## config.mk

```make
export PLATFORM = sky130hd
export DESIGN_NAME = dctd_top
export DESIGN_NICKNAME = d
export VERILOG_FILES = /design/src/shared/dctd_pkg.sv /design/src/hdl/dctd_top.sv
export SDC_FILE = /design/constraint.sdc
export NUM_CORES = 1
export LEC_CHECK = 0
export BUFFER_PORTS_ARGS = -buffer_cell sky130_fd_sc_hd__clkbuf_2
export CAP_MARGIN = 10
export CELL_PAD_IN_SITES_DETAIL_PLACEMENT = 1
export CELL_PAD_IN_SITES_GLOBAL_PLACEMENT = 1
export CORE_ASPECT_RATIO = 1.5
export CORE_MARGIN = 2
export CORE_UTILIZATION = 53
export DETAILED_ROUTE_END_ITERATION = 10
export PLACE_DENSITY_LB_ADDON = 0.1
export SLEW_MARGIN = 0
export SYNTH_ARGS = -nofsm -noshare
export SYNTH_HDL_FRONTEND = slang
export SYNTH_SLANG_ARGS = --single-unit
export TNS_END_PERCENT = 50
```

## constraint.sdc

```tcl
create_clock -name sys_clk -period 5.9 [get_ports sys_clk]
set_clock_uncertainty 0.05 [all_clocks]
set_input_delay 0.295 -clock sys_clk [delete_from_list [all_inputs] [get_ports sys_clk]]
set_output_delay 0.295 -clock sys_clk [all_outputs]
set_load 0.05 [all_outputs]
```

## src/shared/dctd_pkg.sv

```systemverilog
// Constants and types for the dual counter with transmit and demodulation modes.
// Assumes an 8-bit register port on the system clock and asynchronous capture pins.
package dctd_pkg;

   // Register addresses on the 4-bit register port
   localparam logic [3:0] DCTD_A_BYTE_CTL = 4'h0, DCTD_A_SHARED = 4'h1, DCTD_A_WORD_CTL = 4'h2,
                          DCTD_A_COMB = 4'h3, DCTD_A_BYTE_RLD = 4'h4, DCTD_A_WORD_RLD_LO = 4'h5,
                          DCTD_A_WORD_RLD_HI = 4'h6, DCTD_A_CAP_LO = 4'h7, DCTD_A_CAP_HI = 4'h8;

   // Field positions
   localparam int DCTD_BC_EN = 7, DCTD_BC_TOUT = 5, DCTD_BC_CAPIE = 2, DCTD_BC_TOIE = 1;
   localparam int DCTD_SH_MODE = 7, DCTD_SH_PIN = 6, DCTD_SH_FN = 4, DCTD_SH_SUB = 2;
   localparam int DCTD_SH_INIT8 = 1, DCTD_SH_INIT16 = 0, DCTD_WC_EN = 7, DCTD_CB_STAT = 7;

   // Field encodings
   localparam logic [1:0] DCTD_FN_AND = 2'h0, DCTD_FN_OR = 2'h1, DCTD_FN_NOR = 2'h2, DCTD_FN_NAND = 2'h3;
   localparam logic [1:0] DCTD_SUB_NORMAL = 2'h0, DCTD_SUB_ALT = 2'h1, DCTD_SUB_FORCE0 = 2'h2,
                          DCTD_SUB_FORCE1 = 2'h3;
   localparam logic [1:0] DCTD_EDGE_NONE = 2'h0, DCTD_EDGE_RISE = 2'h1, DCTD_EDGE_FALL = 2'h2,
                          DCTD_EDGE_BOTH = 2'h3;

   // Reset and fixed values
   localparam logic [7:0] DCTD_RST_BYTE = 8'h00, DCTD_RELOAD_FF = 8'hff, DCTD_RD_UNMAPPED = 8'h00;
   localparam logic [15:0] DCTD_RST_WORD = 16'h0000;
   localparam logic [4:0] DCTD_COMB_RSV = 5'h1f;

   // Glitch filter widths in system clock cycles
   localparam logic [4:0] DCTD_GF_W0 = 5'h01, DCTD_GF_W1 = 5'h04, DCTD_GF_W2 = 5'h08, DCTD_GF_W3 = 5'h10;

   typedef struct packed {
      logic       wr;    // Write strobe
      logic       rd;    // Read strobe
      logic [3:0] addr;  // Register address
      logic [7:0] wdata; // Write data
   } dctd_reg_req_t;

   typedef struct packed {
      logic [7:0]  byte_ctl;
      logic [7:0]  shared;
      logic [7:0]  word_ctl;
      logic [2:0]  comb_hi;
      logic [7:0]  byte_rld;
      logic [15:0] word_rld;
      logic        rise_flag;
      logic        fall_flag;
      logic        tout_flag;
      logic [7:0]  byte_cnt;
      logic [15:0] word_cnt;
      logic        byte_out;
      logic        word_out;
      logic        comb_out;
      logic        byte_en_prev;
      logic        word_en_prev;
      logic        alt_word;
      logic [1:0]  sync_a;
      logic [1:0]  sync_b;
      logic        filt;
      logic        filt_prev;
      logic [4:0]  gcnt;
      logic [7:0]  cap_lo;
      logic [7:0]  cap_hi;
      logic        cap_irq;
      logic        tout_irq;
      logic [7:0]  rdata;
   } dctd_state_t;

endpackage

```

## src/hdl/dctd_top.sv

```systemverilog
// Dual counter: byte and word counters with transmit combining and edge demodulation.
// Assumes a synchronous 8-bit register port and capture pins from outside this clock domain.
`timescale 1ns/1ps
module dctd_top (
   input  wire logic                   sys_clk,              // 250 MHz system clock
   input  wire logic                   resetn,               // Asynchronous reset, active low
   input  wire dctd_pkg::dctd_reg_req_t reg_req,             // Register write/read request
   output logic [7:0]                  reg_rdata,            // Read data, one cycle after rd
   input  wire logic                   capture_input_pin_a,  // Capture pin a
   input  wire logic                   capture_input_pin_b,  // Capture pin b
   output logic                        byte_counter_output,  // Byte counter output
   output logic                        word_counter_output,  // Word counter output
   output logic                        combined_output,      // Logic combination of both
   output logic                        capture_irq,          // Capture interrupt pulse
   output logic                        timeout_irq           // Timeout interrupt pulse
);
   import dctd_pkg::*;

   dctd_state_t st_q;
   dctd_state_t st_d;
   logic [1:0]  rst_sync_q;
   logic        rst_n;
   logic        demod;
   logic [1:0]  fn_sel;
   logic [1:0]  sub_sel;
   logic        raw_in;
   logic        rise_ev;
   logic        fall_ev;
   logic        wr_byte_ctl;
   logic        wr_shared;

   function automatic logic [4:0] glitch_len(input logic [1:0] sel);
      case (sel)
         2'h0:    glitch_len = DCTD_GF_W0;
         2'h1:    glitch_len = DCTD_GF_W1;
         2'h2:    glitch_len = DCTD_GF_W2;
         default: glitch_len = DCTD_GF_W3;
      endcase
   endfunction

   function automatic logic combine(input logic [1:0] fn, input logic a, input logic b);
      case (fn)
         DCTD_FN_AND: combine = a & b;
         DCTD_FN_OR:  combine = a | b;
         DCTD_FN_NOR: combine = ~(a | b);
         default:     combine = ~(a & b);
      endcase
   endfunction

   always_ff @(posedge sys_clk or negedge resetn) begin
      if (!resetn) begin
         rst_sync_q <= 2'h0;
      end else begin
         rst_sync_q <= {rst_sync_q[0], 1'b1};
      end
   end
   assign rst_n = rst_sync_q[1];

   assign demod   = st_q.shared[DCTD_SH_MODE];
   assign fn_sel  = st_q.shared[DCTD_SH_FN +: 2];
   assign sub_sel = st_q.shared[DCTD_SH_SUB +: 2];
   // pin choice, second sync stage only
   assign raw_in  = st_q.shared[DCTD_SH_PIN] ? st_q.sync_b[1] : st_q.sync_a[1];
   assign rise_ev = demod && st_q.filt && !st_q.filt_prev &&
                    (fn_sel == DCTD_EDGE_RISE || fn_sel == DCTD_EDGE_BOTH);
   assign fall_ev = demod && !st_q.filt && st_q.filt_prev &&
                    (fn_sel == DCTD_EDGE_FALL || fn_sel == DCTD_EDGE_BOTH);
   assign wr_byte_ctl = reg_req.wr && reg_req.addr == DCTD_A_BYTE_CTL;
   assign wr_shared   = reg_req.wr && reg_req.addr == DCTD_A_SHARED;

   always_comb begin
      st_d = st_q;
      st_d.cap_irq = 1'b0;
      st_d.tout_irq = 1'b0;
      st_d.sync_a = {st_q.sync_a[0], capture_input_pin_a};
      st_d.sync_b = {st_q.sync_b[0], capture_input_pin_b};

      // Register writes
      if (reg_req.wr) begin
         case (reg_req.addr)
            DCTD_A_BYTE_CTL: begin
               st_d.byte_ctl = reg_req.wdata;
               if (reg_req.wdata[DCTD_BC_TOUT]) begin
                  st_d.tout_flag = 1'b0;
               end
            end
            DCTD_A_SHARED: begin
               // Flag positions double as write-1-clear in demodulation
               if (demod) begin
                  st_d.shared[7:2] = reg_req.wdata[7:2];
                  if (reg_req.wdata[DCTD_SH_INIT8]) begin
                     st_d.rise_flag = 1'b0;
                  end
                  if (reg_req.wdata[DCTD_SH_INIT16]) begin
                     st_d.fall_flag = 1'b0;
                  end
               end else begin
                  st_d.shared = reg_req.wdata;
               end
            end
            DCTD_A_WORD_CTL:    st_d.word_ctl = reg_req.wdata;
            DCTD_A_COMB:        st_d.comb_hi = reg_req.wdata[7:5];
            DCTD_A_BYTE_RLD:    st_d.byte_rld = reg_req.wdata;
            DCTD_A_WORD_RLD_LO: st_d.word_rld[7:0] = reg_req.wdata;
            DCTD_A_WORD_RLD_HI: st_d.word_rld[15:8] = reg_req.wdata;
            default: begin
            end
         endcase
      end

      // glitch filter ahead of edge detect
      st_d.filt_prev = st_q.filt;
      if (raw_in == st_q.filt) begin
         st_d.gcnt = 5'h00;
      end else if (st_q.gcnt + 5'h01 >= glitch_len(sub_sel)) begin
         st_d.filt = raw_in;
         st_d.gcnt = 5'h00;
      end else begin
         st_d.gcnt = st_q.gcnt + 5'h01;
      end

      st_d.byte_en_prev = st_q.byte_ctl[DCTD_BC_EN];
      st_d.word_en_prev = st_q.word_ctl[DCTD_WC_EN];

      if (demod) begin
         if (!st_q.byte_ctl[DCTD_BC_EN]) begin
            st_d.byte_cnt = DCTD_RELOAD_FF;
         end else if (rise_ev || fall_ev) begin
            // capture into low or high byte
            if (rise_ev) begin
               st_d.cap_lo = st_q.byte_cnt;
            end else begin
               st_d.cap_hi = st_q.byte_cnt;
            end
            // set wins over a clear in the same cycle
            st_d.rise_flag = st_d.rise_flag | rise_ev;
            st_d.fall_flag = st_d.fall_flag | fall_ev;
            st_d.cap_irq = st_q.byte_ctl[DCTD_BC_CAPIE];
            st_d.byte_cnt = DCTD_RELOAD_FF;
         end else if (st_q.byte_cnt == 8'h00) begin
            st_d.tout_flag = 1'b1;
            st_d.tout_irq = st_q.byte_ctl[DCTD_BC_TOIE];
            st_d.byte_cnt = DCTD_RELOAD_FF;
         end else begin
            st_d.byte_cnt = st_q.byte_cnt - 8'h01;
         end
      end else begin
         if (sub_sel != DCTD_SUB_ALT) begin
            st_d.alt_word = 1'b0;
         end
         if (!st_q.byte_ctl[DCTD_BC_EN]) begin
            st_d.byte_out = ~st_q.shared[DCTD_SH_INIT8];
            st_d.byte_cnt = st_q.byte_rld;
         end else if (!st_q.byte_en_prev) begin
            st_d.byte_out = st_q.shared[DCTD_SH_INIT8];
            st_d.byte_cnt = st_q.byte_rld;
         end else if (!(sub_sel == DCTD_SUB_ALT && st_q.alt_word)) begin
            if (st_q.byte_cnt == 8'h00) begin
               st_d.byte_out = ~st_q.byte_out;
               st_d.byte_cnt = st_q.byte_rld;
               if (sub_sel == DCTD_SUB_ALT) begin
                  st_d.alt_word = 1'b1;
                  st_d.word_cnt = st_q.word_rld;
               end
            end else begin
               st_d.byte_cnt = st_q.byte_cnt - 8'h01;
            end
         end
         if (sub_sel == DCTD_SUB_FORCE0) begin
            st_d.word_out = 1'b0;
         end else if (sub_sel == DCTD_SUB_FORCE1) begin
            st_d.word_out = 1'b1;
         end else if (!st_q.word_ctl[DCTD_WC_EN]) begin
            st_d.word_out = ~st_q.shared[DCTD_SH_INIT16];
            st_d.word_cnt = st_q.word_rld;
         end else if (!st_q.word_en_prev) begin
            st_d.word_out = st_q.shared[DCTD_SH_INIT16];
            st_d.word_cnt = st_q.word_rld;
         end else if (!(sub_sel == DCTD_SUB_ALT && !st_q.alt_word)) begin
            if (st_q.word_cnt == DCTD_RST_WORD) begin
               st_d.word_out = ~st_q.word_out;
               st_d.word_cnt = st_q.word_rld;
               if (sub_sel == DCTD_SUB_ALT) begin
                  st_d.alt_word = 1'b0;
                  st_d.byte_cnt = st_q.byte_rld;
               end
            end else begin
               st_d.word_cnt = st_q.word_cnt - 16'h0001;
            end
         end
      end

      // output combining, one cycle behind the counter outputs
      st_d.comb_out = combine(fn_sel, st_q.byte_out, st_q.word_out);

      // Reads: registered, one cycle latency
      st_d.rdata = DCTD_RD_UNMAPPED;
      if (reg_req.rd) begin
         case (reg_req.addr)
            DCTD_A_BYTE_CTL: begin
               st_d.rdata = st_q.byte_ctl;
               st_d.rdata[DCTD_BC_TOUT] = st_q.tout_flag;
            end
            DCTD_A_SHARED: begin
               st_d.rdata = demod ? {st_q.shared[7:2], st_q.rise_flag, st_q.fall_flag} : st_q.shared;
            end
            DCTD_A_WORD_CTL:    st_d.rdata = st_q.word_ctl;
            DCTD_A_COMB:        st_d.rdata = {st_q.comb_out, st_q.comb_hi[1:0], DCTD_COMB_RSV};
            DCTD_A_BYTE_RLD:    st_d.rdata = st_q.byte_rld;
            DCTD_A_WORD_RLD_LO: st_d.rdata = st_q.word_rld[7:0];
            DCTD_A_WORD_RLD_HI: st_d.rdata = st_q.word_rld[15:8];
            DCTD_A_CAP_LO:      st_d.rdata = st_q.cap_lo;
            DCTD_A_CAP_HI:      st_d.rdata = st_q.cap_hi;
            default:            st_d.rdata = DCTD_RD_UNMAPPED;
         endcase
      end
   end

   always_ff @(posedge sys_clk or negedge rst_n) begin
      if (!rst_n) begin
         st_q <= '0;
      end else begin
         st_q <= st_d;
      end
   end

   assign reg_rdata           = st_q.rdata;
   assign byte_counter_output = st_q.byte_out;
   assign word_counter_output = st_q.word_out;
   assign combined_output     = st_q.comb_out;
   assign capture_irq         = st_q.cap_irq;
   assign timeout_irq         = st_q.tout_irq;
endmodule

```

==> impl_metrics.tcl <==
set metrics [dict create \
    tns_ns 0 \
    hpwl_um 15700 \
    clk_pin_slew_ns 0.06 \
    drt_iter0_markers 433 \
    pwr-share-comb 0.273 \
    num_rows 50 \
    layout-drive-gt1-share 0.233 \
    async_flop_share 1.00 \
    cts.sinks 121 \
    period_needed_ns 3.23 \
    syn_avg_cell_area_sq_um 10.2 \
    nNetsFinal 682 \
    setup_slack_ns 2.67 \
    start_kind "flop" \
    dr.pass1.iters 5 \
    cts_buffers 17 \
    postRouteAntennaNets 0 \
    slowest_stage "nor4_1" \
    routed_wl_um 22800 \
    path_class "flop to flop" \
    finalSetupViolations 0 \
    final.period_utilization 0.547 \
    cap_viol_max_count 0 \
    clock_path_buffers 2 \
    cts.repair.resized 0 \
    die_area_sq_um 13400 \
    irDropWorstVdd_mv 0.243 \
    synthCells 646 \
    gp_routability_congestion 0.924 \
    ys_warn_count 0 \
    clock_latency_ns 0.42 \
    placedCellCount 791 \
    synth_top_area_frac 0.458 \
    crit_family "simple AND/OR/NAND/NOR gates" \
    clockRootBuffer "clkbuf_16" \
    dp_slack_ns 2.82 \
    first_global_vias 6094 \
    numPortBuffers 30 \
    cp.arrival_ns 3.53 \
    areaGrowthSynthToFinish_pct 12.7 \
    final_hold_viol_count 0 \
    num_antenna_cells 0 \
    worstMarginPinSlew_ns 1.11 \
    synthFlopType "dfrtp_1" \
    status "finished, final reports clean" \
    synth_edf_count 0 \
    fin_cells 826 \
    overflow 0 \
    cts_tree "yes" \
    core_sq_um 12300 \
    p_total_uw 3470 \
    hp-class "input pin to flop" \
    p_sw_frac 0.368 \
    leakagePower_uw 0.00319 \
    cp.required_ns 6.20 \
    io_pins 31 \
    synthesis.area_sq_um 6610 \
    synth.area.top_cells "dfrtp_1, mux2_2, nor2_1" \
    cp-end-kind "flop" \
    vias_per_cell 6.83 \
    vias 5639 \
    rsz0062_at_grt "false" \
    drc 0 \
    initial_core_util 0.537 \
    grt_usage 0.360 \
    syn_nets 671 \
    p_clk_frac 0.324 \
    antenna_found_initial 0 \
    dieHeight_um 141 \
    htree_levels 4 \
    seqPwrFrac 0.402 \
    cts_hold_buf 3 \
    fmax_ghz 0.310 \
    yosysSeqAreaShare 0.458 \
    p_per_area_nw_per_um2 466 \
    critPathMaxFanout 5 \
    max-slew-margin-rel 0.259 \
    post_cts_buffers 0 \
    power_switching_uw 1280 \
    p_int_uw 2190 \
    synth_cell_types 73 \
    grt_max_degree 72 \
    ys_ff_latch 121 \
    path_buf_inv 1 \
    die-width_um 95.2 \
    path_cells "inv_1 > ha_1 > or4b_4 > nor4_1 > nand3_1 > a21oi_1 > o221a_1" \
    critical-path-max-stage-delay_ns 0.77 \
    grt_first_pass_wirelength_um 35200 \
    hold_slack_ns 0.127 \
    wl_per_cell_um 27.6 \
    slew_viol_final 0 \
    yosysTopAreaCell "dfrtp_1" \
]
layout make-up:
class                   count  area (sq um)
fillers                  1327          4870
clock inverters            13           193
inverters                  23          86.3
clock buffers              19           443
flip-flops and latches    121          3030
repair buffers             40           233
well taps                 156           195
multi-input cells         454          3270
per-layer routing:
metal  GRT usage  wire length (um)
met5           0                 0
met4       0.223              1540
met3      0.0711              1230
met2       0.619             11800
met1       0.398              8200
cells in the mapped netlist (all sizes together), types with 4 or more instances:
library cell    n
nand4           7
a2111oi         5
a31oi           9
or2             5
a221oi          7
a31o            4
o21ai          34
nand3          17
buf            19
or4             6
xnor2           6
a211oi          6
nand3b          4
mux2i          12
clkbuf         29
nor3           14
or3             6
a22o            9
o221a           6
dfrtp         121
ha              7
o22ai           9
and3b           4
and3            6
mux2           64
a21oi          30
a21o            4
nor2b           7
nand2          32
nor4            6
nand2b          7
o31ai           7
nor3b           4
inv            22
and2           11
nor2           46
o211ai          4
layout by cell type, fill, tap and decap left out, types with 5 or more instances in the layout:
cell,netlist,layout
dfrtp_1,121,120
mux2_2,64,64
nor2_1,46,46
o21ai_0,33,33
nand2_1,32,32
a21oi_1,30,30
clkbuf_2,0,30
inv_1,22,22
nand3_1,17,17
clkbuf_16,0,17
nor3_1,13,13
mux2i_1,12,12
and2_1,11,11
a31oi_1,9,9
o22ai_1,9,9
a22o_1,9,9
o31ai_1,7,7
nand4_1,7,7
nand2b_1,7,7
nor2b_1,7,7
ha_1,7,7
buf_4,8,7
or3_1,6,6
nor4_1,6,6
xnor2_1,6,6
a211oi_1,6,6
and3_1,6,6
a221oi_1,6,6
or2_2,5,5
or4_1,5,5
a2111oi_0,5,5
sequential cells by signal (all words and copies together) (netlist names):
name,count
st_q,98
reg_rdata,8
st_d,5
fn_sel,2
rst_sync_q,2
byte_counter_output,1
capture_irq,1
combined_output,1
demod,1
timeout_irq,1
word_counter_output,1
final timing paths:
| check | endpoint | start | slack, ns | cells after the start |
|---|---|---|---|---|
| hold / removal | reg_rdata[2] | reg_req[12] | 0.13 | 2 |
| setup reg to reg | st_q[62] | st_q[43] | 2.67 | 7 |
| setup / recovery | st_q[62] | st_q[43] | 2.67 | 7 |
| hold reg to reg | st_q[34] | st_d[34] | 0.29 | 0 |
| min in group asynchronous | rst_sync_q[1] | resetn | 0.14 | 2 |
| max in group asynchronous | st_q[38] | rst_sync_q[1] | 4.13 | 1 |
stage by stage:
step | instance area [sq um] | utilization
floorplan | 6610 | -
global placement | 6790 | 0.551
detailed placement | 6790 | 0.551
CTS | 7450 | 0.605
global route | 7450 | 0.605
finish | 7450 | 0.605
power by group through the flow:
stage / combinational (uW) / sequential [uW] / clock [uW]
2_1_floorplan: 701 / 1270 / 0
3_3_place_gp: 874 / 1370 / 0
3_5_place_dp: 916 / 1390 / 0
4_1_cts: 938 / 1380 / 1140
5_1_grt: 1030 / 1420 / 1170
6_report: 949 / 1400 / 1130
cell families after synthesis:
kind of cell | synth area share
AND/OR/NAND/NOR | 0.155
other | 0.000567
buffers and inverters | 0.0477
flip-flops | 0.458
AO/OA/AOI/OAI | 0.182
adder cells (fa/ha/maj) | 0.0132
multiplexers | 0.134
XOR/XNOR | 0.00927
No activity file was read; power rests on OpenSTA's default activity.
